===== src/core/tmrcc_pkg.sv =====
// Package with register map, field layout and encodings of the timer block.
package tmrcc_pkg;

	// ----------------------------------------------------------------
	// Register byte addresses
	// ----------------------------------------------------------------
	localparam logic [11:0] ADDR_CTRL = 12'h000;
	localparam logic [11:0] ADDR_COUNT = 12'h004;
	localparam logic [11:0] ADDR_CCTL0 = 12'h008;
	localparam logic [11:0] ADDR_CAPTURE_COMPARE_0 = 12'h014;
	localparam logic [11:0] ADDR_VECTOR = 12'h020;
	localparam logic [11:0] ADDR_STATUS = 12'h024;
	localparam logic [11:0] ADDR_CLEAR = 12'h028;
	localparam logic [11:0] ADDR_ENABLE = 12'h02C;
	localparam logic [11:0] CH_STRIDE = 12'h004;

	// ----------------------------------------------------------------
	// Control register fields
	// ----------------------------------------------------------------
	localparam int CTRL_CLR_POS = 2;
	localparam int CTRL_MODE_POS = 4;
	localparam int CTRL_DIV_POS = 6;
	localparam int CTRL_SRC_POS = 8;

	// Channel control fields.
	localparam int CC_OUTVAL_POS = 2;
	localparam int CC_SWIN_POS = 3;
	localparam int CC_OUTMODE_POS = 5;
	localparam int CC_CAP_POS = 8;
	localparam int CC_INSEL_POS = 12;
	localparam int CC_EDGE_POS = 14;

	// ----------------------------------------------------------------
	// Status bits and vector word values
	// ----------------------------------------------------------------
	localparam int ST_CH0 = 0;
	localparam int ST_CH1 = 1;
	localparam int ST_CH2 = 2;
	localparam int ST_OVF = 3;
	localparam logic [15:0] VEC_NONE = 16'h0000;
	localparam logic [15:0] VEC_CH1 = 16'h0002;
	localparam logic [15:0] VEC_CH2 = 16'h0004;
	localparam logic [15:0] VEC_OVF = 16'h000A;

	// ----------------------------------------------------------------
	// Reset values
	// ----------------------------------------------------------------
	localparam logic [15:0] RST_CTRL = 16'h0000;
	localparam logic [15:0] RST_CCTL = 16'h0000;
	localparam logic [15:0] RST_CCR = 16'h0000;

	// Clock sources and count modes.
	typedef enum logic [1:0] {
		SRC_EXT = 2'h0,
		SRC_AUX = 2'h1,
		SRC_SUB = 2'h2,
		SRC_ALT = 2'h3
	} tmrcc_src_e;

	typedef enum logic [1:0] {
		MODE_STOP = 2'h0,
		MODE_UP = 2'h1,
		MODE_CONT = 2'h2,
		MODE_UPDN = 2'h3
	} tmrcc_mode_e;

	// Per channel control.
	typedef struct packed {
		logic [1:0] edge_sel;
		logic [1:0] in_sel;
		logic [2:0] rsvd;
		logic cap;
		logic [2:0] out_mode;
		logic rsvd2;
		logic sw_in;
		logic out_val;
		logic [1:0] rsvd3;
	} tmrcc_cctl_s;

	// Timer clock inputs grouped together.
	typedef struct packed {
		logic ext_clk;
		logic aux_clk;
		logic sub_clk;
		logic alt_clk;
	} tmrcc_clks_s;

endpackage : tmrcc_pkg


===== src/core/tmrcc_top.sv =====
// Sixteen-bit timer with three capture/compare channels behind an APB slave.
//
// The implementer's own choices: the register addresses and the APB slave port.
`timescale 1ns/10ps
// Notes on behaviour
// One 16-bit counter, three 16-bit channels.
// Source 0 external pin, 3 alternate pin.
// Source 1 auxiliary clock, 2 subsystem clock.
// Prescaler divides by one, two, four, eight.
// Counter halts, reads and writes as words.
// Modes stop, continuous, up, up/down.
// Each channel selects capture or compare.
// Capture on rising, falling or both edges.
// Software starts and stops capture anytime.
// Each channel has its own event input.
// Channel 2 input b is auxiliary clock.
// Input select 2 or 3 is software.
// Each channel drives its own output.
// Output runs freely or by trigger.
// Channel 0 interrupt on its own line.
// Shared line with readable vector word.
// Up wraps at compare 0; up/down reverses.
module tmrcc_top #(
	parameter int CHANNELS = 3,
	parameter int WIDTH = 16
) (
	// Clock, reset and freeze.
	input wire logic pclk,
	input wire logic presetn,
	input wire logic clk_en,
	// APB slave.
	input wire logic psel,
	input wire logic penable,
	input wire logic pwrite,
	input wire logic [11:0] paddr,
	input wire logic [31:0] pwdata,
	output logic [31:0] prdata,
	output logic pready,
	output logic pslverr,
	// Timer clock inputs, sampled as levels.
	input wire tmrcc_pkg::tmrcc_clks_s clks,
	// Event inputs and output pins.
	input wire logic [CHANNELS-1:0] timer_event_in,
	output logic [CHANNELS-1:0] timer_out,
	// Interrupts.
	output logic irq_ch0,
	output logic irq_shared
);

	// ----------------------------------------------------------------
	// State
	// ----------------------------------------------------------------
	logic [15:0] ctrl_reg, ctrl_next;
	logic [WIDTH-1:0] count_reg, count_next;
	logic down_reg, down_next;
	logic [2:0] pre_reg, pre_next;
	logic clk_smp_reg, clk_smp_next;
	tmrcc_pkg::tmrcc_cctl_s [CHANNELS-1:0] cctl_reg, cctl_next;
	logic [CHANNELS-1:0][WIDTH-1:0] ccr_reg, ccr_next;
	logic [CHANNELS-1:0] capin_reg, capin_next;
	logic [CHANNELS-1:0] out_reg, out_next;
	logic [3:0] status_reg, status_next;
	logic [3:0] enable_reg, enable_next;
	logic [31:0] prdata_reg, prdata_next;

	// Decoded fields.
	tmrcc_pkg::tmrcc_mode_e mode;
	tmrcc_pkg::tmrcc_src_e src;
	logic [1:0] div;
	logic sel_clk, tick, wr, rd;
	logic [CHANNELS-1:0] cap_src, cap_evt, cmp_evt;
	logic [3:0] ev;
	logic [WIDTH-1:0] period;

	assign mode = tmrcc_pkg::tmrcc_mode_e'(ctrl_reg[tmrcc_pkg::CTRL_MODE_POS +: 2]);
	assign src = tmrcc_pkg::tmrcc_src_e'(ctrl_reg[tmrcc_pkg::CTRL_SRC_POS +: 2]);
	assign div = ctrl_reg[tmrcc_pkg::CTRL_DIV_POS +: 2];
	assign period = ccr_reg[0];
	assign wr = psel && penable && pwrite;
	assign rd = psel && !penable && !pwrite;

	// Byte address of a channel's control or compare word.
	function automatic logic [11:0] ch_addr(input logic [11:0] base, input int ch);
		ch_addr = base + 12'(ch) * tmrcc_pkg::CH_STRIDE;
	endfunction : ch_addr

	// ----------------------------------------------------------------
	// Clock selection and prescaler
	// ----------------------------------------------------------------
	// The chosen clock is sampled and a rising edge advances the prescaler, so the
	// timer clocks must run well below pclk.
	always_comb begin
		case (src)
			tmrcc_pkg::SRC_EXT: sel_clk = clks.ext_clk;
			tmrcc_pkg::SRC_ALT: sel_clk = clks.alt_clk;
			tmrcc_pkg::SRC_AUX: sel_clk = clks.aux_clk;
			default: sel_clk = clks.sub_clk;
		endcase
		clk_smp_next = sel_clk;
		pre_next = pre_reg;
		tick = 1'b0;
		if (sel_clk && !clk_smp_reg) begin
			if (pre_reg >= 3'((1 << div) - 1)) begin
				pre_next = 3'h0;
				tick = 1'b1;
			end else begin
				pre_next = pre_reg + 3'h1;
			end
		end
	end

	// ----------------------------------------------------------------
	// Counter
	// ----------------------------------------------------------------
	// Counter events and compare matches are evaluated on ticks only.
	always_comb begin
		count_next = count_reg;
		down_next = down_reg;
		ev = 4'h0;
		if (tick) begin
			case (mode)
				tmrcc_pkg::MODE_CONT: begin
					count_next = count_reg + WIDTH'(1);
					ev[tmrcc_pkg::ST_OVF] = &count_reg;
				end
				tmrcc_pkg::MODE_UP: begin
					if (count_reg >= period) begin
						count_next = '0;
						ev[tmrcc_pkg::ST_OVF] = 1'b1;
					end else begin
						count_next = count_reg + WIDTH'(1);
					end
				end
				tmrcc_pkg::MODE_UPDN: begin
					if (!down_reg && count_reg >= period) begin
						down_next = 1'b1;
						count_next = count_reg - WIDTH'(1);
					end else if (down_reg && count_reg <= WIDTH'(1)) begin
						down_next = 1'b0;
						count_next = '0;
						ev[tmrcc_pkg::ST_OVF] = 1'b1;
					end else begin
						count_next = down_reg ? count_reg - WIDTH'(1) : count_reg + WIDTH'(1);
					end
				end
				default: count_next = count_reg;
			endcase
		end
		if (ctrl_reg[tmrcc_pkg::CTRL_CLR_POS]) begin
			count_next = '0;
			down_next = 1'b0;
		end
		if (wr && paddr == tmrcc_pkg::ADDR_COUNT) begin
			count_next = pwdata[WIDTH-1:0];
		end
	end

	// ----------------------------------------------------------------
	// Channels
	// ----------------------------------------------------------------
	// Capture edges are detected at pclk rate on the sampled input.
	genvar g;
	generate
		for (g = 0; g < CHANNELS; g++) begin : g_ch
			always_comb begin
				case (cctl_reg[g].in_sel)
					2'h0: cap_src[g] = timer_event_in[g];
					2'h1: cap_src[g] = (g == 2) ? clks.aux_clk : timer_event_in[g];
					default: cap_src[g] = cctl_reg[g].sw_in;
				endcase
				capin_next[g] = cap_src[g];
				cap_evt[g] = cctl_reg[g].cap &&
					((cctl_reg[g].edge_sel[0] && cap_src[g] && !capin_reg[g]) ||
					(cctl_reg[g].edge_sel[1] && !cap_src[g] && capin_reg[g]));
				cmp_evt[g] = !cctl_reg[g].cap && tick && count_next == ccr_reg[g];
				cctl_next[g] = cctl_reg[g];
				ccr_next[g] = ccr_reg[g];
				if (wr && paddr == ch_addr(tmrcc_pkg::ADDR_CCTL0, g)) begin
					cctl_next[g] = pwdata[15:0];
				end
				if (wr && paddr == ch_addr(tmrcc_pkg::ADDR_CAPTURE_COMPARE_0, g)) begin
					ccr_next[g] = pwdata[WIDTH-1:0];
				end
				if (cap_evt[g]) begin
					ccr_next[g] = count_reg;
				end
				// Output module: mode 0 follows the software value; 1, 2, 3, 5 and 7 fire on
				// a compare match, 3 and 7 also switching at the period end; 4 and 6 hold.
				out_next[g] = out_reg[g];
				case (cctl_reg[g].out_mode)
					3'h0: out_next[g] = cctl_reg[g].out_val;
					3'h1: if (cmp_evt[g]) out_next[g] = 1'b1;
					3'h2: if (cmp_evt[g]) out_next[g] = !out_reg[g];
					3'h3: if (cmp_evt[g]) out_next[g] = 1'b1;
						else if (ev[tmrcc_pkg::ST_OVF]) out_next[g] = 1'b0;
					3'h5: if (cmp_evt[g]) out_next[g] = 1'b0;
					3'h7: if (cmp_evt[g]) out_next[g] = 1'b0;
						else if (ev[tmrcc_pkg::ST_OVF]) out_next[g] = 1'b1;
					default: out_next[g] = out_reg[g];
				endcase
			end
		end
	endgenerate

	// ----------------------------------------------------------------
	// Interrupt status and vector
	// ----------------------------------------------------------------
	// A new event in the clearing cycle wins, so no event is lost.
	logic [3:0] evt_all;
	logic [3:0] pend;
	logic [15:0] vector;
	assign evt_all = {ev[tmrcc_pkg::ST_OVF], cap_evt | cmp_evt};
	assign pend = status_reg & enable_reg;
	always_comb begin
		status_next = status_reg;
		enable_next = enable_reg;
		if (wr && paddr == tmrcc_pkg::ADDR_CLEAR) begin
			status_next = status_reg & ~pwdata[3:0];
		end
		if (wr && paddr == tmrcc_pkg::ADDR_ENABLE) begin
			enable_next = pwdata[3:0];
		end
		status_next = status_next | evt_all;
		// Highest priority pending source of the shared line.
		if (pend[tmrcc_pkg::ST_CH1]) begin
			vector = tmrcc_pkg::VEC_CH1;
		end else if (pend[tmrcc_pkg::ST_CH2]) begin
			vector = tmrcc_pkg::VEC_CH2;
		end else if (pend[tmrcc_pkg::ST_OVF]) begin
			vector = tmrcc_pkg::VEC_OVF;
		end else begin
			vector = tmrcc_pkg::VEC_NONE;
		end
	end
	assign irq_ch0 = pend[tmrcc_pkg::ST_CH0];
	assign irq_shared = |pend[3:1];

	// ----------------------------------------------------------------
	// Control register and read data
	// ----------------------------------------------------------------
	// Read data is prepared in setup so the access phase ends at once.
	always_comb begin
		ctrl_next = ctrl_reg;
		if (wr && paddr == tmrcc_pkg::ADDR_CTRL) begin
			ctrl_next = pwdata[15:0];
		end else begin
			ctrl_next[tmrcc_pkg::CTRL_CLR_POS] = 1'b0;
		end
		prdata_next = prdata_reg;
		if (rd) begin
			prdata_next = 32'h0000_0000;
			if (paddr == tmrcc_pkg::ADDR_CTRL) begin
				prdata_next[15:0] = ctrl_reg;
			end else if (paddr == tmrcc_pkg::ADDR_COUNT) begin
				prdata_next[WIDTH-1:0] = count_reg;
			end else if (paddr == tmrcc_pkg::ADDR_VECTOR) begin
				prdata_next[15:0] = vector;
			end else if (paddr == tmrcc_pkg::ADDR_STATUS) begin
				prdata_next[3:0] = status_reg;
			end else if (paddr == tmrcc_pkg::ADDR_ENABLE) begin
				prdata_next[3:0] = enable_reg;
			end else begin
				for (int i = 0; i < CHANNELS; i++) begin
					if (paddr == ch_addr(tmrcc_pkg::ADDR_CCTL0, i)) begin
						prdata_next[15:0] = cctl_reg[i];
					end else if (paddr == ch_addr(tmrcc_pkg::ADDR_CAPTURE_COMPARE_0, i)) begin
						prdata_next[WIDTH-1:0] = ccr_reg[i];
					end
				end
			end
		end
	end
	assign pready = 1'b1;
	assign pslverr = 1'b0;
	assign prdata = prdata_reg;
	assign timer_out = out_reg;

	// Register all state; clk_en low freezes everything.
	always_ff @(posedge pclk or negedge presetn) begin
		if (!presetn) begin
			ctrl_reg <= tmrcc_pkg::RST_CTRL;
			count_reg <= '0;
			down_reg <= 1'b0;
			pre_reg <= 3'h0;
			clk_smp_reg <= 1'b0;
			cctl_reg <= '0;
			ccr_reg <= '0;
			capin_reg <= '0;
			out_reg <= '0;
			status_reg <= 4'h0;
			enable_reg <= 4'h0;
			prdata_reg <= 32'h0000_0000;
		end else if (clk_en) begin
			ctrl_reg <= ctrl_next;
			count_reg <= count_next;
			down_reg <= down_next;
			pre_reg <= pre_next;
			clk_smp_reg <= clk_smp_next;
			cctl_reg <= cctl_next;
			ccr_reg <= ccr_next;
			capin_reg <= capin_next;
			out_reg <= out_next;
			status_reg <= status_next;
			enable_reg <= enable_next;
			prdata_reg <= prdata_next;
		end
	end

endmodule : tmrcc_top


===== config.mk =====
export PLATFORM = sky130hd
export DESIGN_NAME = tmrcc_top
export DESIGN_NICKNAME = d
export VERILOG_FILES = /design/src/core/tmrcc_pkg.sv /design/src/core/tmrcc_top.sv
export SDC_FILE = /design/constraint.sdc
export NUM_CORES = 1
export LEC_CHECK = 0
export ABC_AREA = 1
export BUFFER_PORTS_ARGS = -buffer_cell sky130_fd_sc_hd__buf_2
export CAP_MARGIN = 20
export CORE_MARGIN = 1.5
export CORE_UTILIZATION = 60
export CTS_BUF_LIST = sky130_fd_sc_hd__clkbuf_8
export DETAILED_ROUTE_END_ITERATION = 8
export PLACE_DENSITY_LB_ADDON = 0.1
export SLEW_MARGIN = 40
export SYNTH_ARGS = -nofsm -noshare
export SYNTH_HDL_FRONTEND = slang
export SYNTH_SLANG_ARGS = --single-unit

===== constraint.sdc =====
create_clock -name pclk -period 7.62 [get_ports pclk]
set_input_delay 1.524 -clock pclk [delete_from_list [all_inputs] [get_ports pclk]]
set_output_delay 1.524 -clock pclk [all_outputs]
set_load 0.03 [all_outputs]

==> out/results.txt <==
outcome -> finished clean
area of the multi-input gates -> 6157 um2
first-pass GRT wire length -> 59.04 mm
Post-synth EDFFs -> 0
Setup TNS -> 0 ns
largest net degree at the start of global routing -> 64
count leader, synth -> nand2_1
final setup violation count -> 0
worst endpoint data arrival time -> 4.90 ns
Worst slew margin -> 0.4357
clock sink count -> 163
worst vdd ir -> 179.7 uV
Post-Syn Instances -> 1635
Final Hold Viols -> 0
routed vias -> 11580
CTS Buf Count -> 17
antenna violations before repair -> 0
CTS Hold Bufs -> 0
GR Util All Layers -> 0.3887
# resized after CTS -> 0
H-tree lvl count -> 4
area leader, netlist -> dfrtp_1
max reg flops -> 48
number of I/O pins -> 96
Mapped Area -> 11360 um2
dpl hpwl -> 28.24 mm
Tot Pwr -> 2087 uW
DR WL/cell -> 19.74 um
max cap viols -> 0
worst slew pin tran -> 0.8399 ns
clock skew -> 0.02525 ns
filler instances -> 1775
min Tclk post-route -> 4.499 ns
CTS tree -> built
postcts setup bufs -> 0
vias in the first global route -> 10840
Cell Rows -> 50
Via-to-Cell Ratio -> 6.080
ys async rst share -> 1.000
die area -> 19770 um2
Pwr Density -> 172.1 nW/um2
Mean Syn Cell Area -> 6.949 um2
FF+latch count, synth -> 163
worst slack, placed -> 2.802 ns
Synth top cells by count -> nand2_1 (466), o21ai_0 (189), inv_1 (185)
Setup CP Type -> primary input to flop
crit path capture type -> flop
root buf cell -> clkbuf_8
top-area cell type share of the netlist area -> 0.3590
DRC -> 0
Syn. warnings -> 0
sequential area share after synthesis -> 0.3590
DRT antenna net count -> 0
Core Area -> 18640 um2
die height -> 140.6 um
PortBufs -> 61
Final Max Tran Viols -> 0
register cell area after layout -> 4079 um2
Final period util -> 0.5904
Critical Path Fanout Max -> 15
Hold Path Class -> flop to flop
final setup margin -> 3.121 ns
Longest Clk Path Bufs -> 2
synth top area cells -> dfrtp_1 (36%), nand2_1 (15%), o21ai_0 (8.3%)
share of cells above drive strength 1 -> 0.1132
GP Congestion -> 0.9718
highest clock rate -> 222.3 MHz
Netlist cell types -> 49
Initial Utilization -> 0.6094
Nets -> 1737
Pleak -> 0.005985 uW
Top FF cell, synth -> dfrtp_1
total congestion overflow -> 0
Skew-Pair Late Insertion Delay -> 0.48 ns
Data required, critical path -> 8.02 ns
WL final -> 37.58 mm
Finished Core Util -> 0.6504
first drt pass iteration count -> 6
# diodes -> 0
RSZ-0062 raised after global routing -> no
Die W -> 140.6 um
DR iter-0 viols -> 1201
Layout area overhead -> 6.729%
CP Launch Type -> primary input
Clock transition at path regs -> 0.10 ns
==> area by class of cell <==
class                   instances  share of cell area
repair buffers                 74             0.03374
multi-input cells            1204              0.5078
clock buffers                  17             0.01930
well taps                     234             0.02415
clock inverters                15             0.01754
inverters                     197             0.06109
flip-flops and latches        163              0.3364
==> report_power, final <==
group,switching [uW],internal (uW),total [uW]
Clock,407,285,693
Sequential,71.2,889,960
Combinational,305,128,434
Total,784,1300,2090
==> stage by stage <==
stage          cell area, um2  hold slack, ns  cells
2_1_floorplan           11420          0.4479   1651
3_3_place_gp            11660          0.4661   1872
3_5_place_dp            11670          0.4731   1872
4_1_cts                 12120          0.4976   1904
5_1_grt                 12130          0.5160   1904
6_report                12130          0.4962   1904
==> per-layer routing <==
layer	share of wire	vias to the layer above	track usage
met1	0.41	5443	0.5160
met2	0.46	576	0.6194
met4	0.049	0	0.1798
li1	-	5447	-
met5	0	-	0
met3	0.086	110	0.07405
==> worst max-delay path, stage by stage <==
cell,delay [ns]
buf_2,0.09
nor2_1,0.09
nand2_1,0.22
nor2_1,0.19
nand3_1,0.19
nor2_4,0.35
nand2_2,0.12
nand2_2,0.44
a21oi_1,0.08
nand2_1,0.19
nand2_1,0.15
nand2_1,0.09
nand2_1,0.05
nor2_1,0.11
nand2_1,0.09
nor2_1,0.30
nand3_1,0.21
nand2_1,0.11
nand2_1,0.07
nor2_1,0.10
nand2_1,0.06
nand2_1,0.05
==> cell families after synthesis <==
kind of cell / count (synthesis) / synth area share
AO/OA/AOI/OAI: 386 / 0.2043
XOR/XNOR: 22 / 0.01828
adder cells (fa/ha/maj): 23 / 0.02533
buffers and inverters: 284 / 0.1074
flip-flops: 163 / 0.3590
multiplexers: 5 / 0.004846
other: 2 / 0.0006610
AND/OR/NAND/NOR: 750 / 0.2802
==> final timing paths <==
| path | cells after the start | slack, ns | from | to |
|---|---|---|---|---|
| max in group asynchronous | 2 | 5.44 | presetn | period[6] |
| worst min register to register | 2 | 0.50 | cctl_reg[1] | cctl_reg[1] |
| worst max register to register | 20 | 3.44 | count_reg[11] | timer_out[2] |
| worst max-delay path | 22 | 3.12 | paddr[11] | timer_out[2] |
| worst min-delay path | 2 | 0.50 | cctl_reg[1] | cctl_reg[1] |
| min in group asynchronous | 1 | 1.02 | presetn | ccr_reg[34] |
==> cells in the final DEF (no fill, tap or decap), drive strengths merged, types with 4 or more instances in the layout <==
cell	n
nand2	493
nor2	112
clkinv	11
nand3	100
mux2	4
o211ai	64
inv	198
o2111ai	4
nor3	24
a21oi	66
xor2	22
buf	74
ha	23
nand4	18
o22ai	16
dfrtp	163
clkbuf	17
conb	18
a221oi	27
o21ai	198
Note: power is estimated with default switching activity, not from simulation.
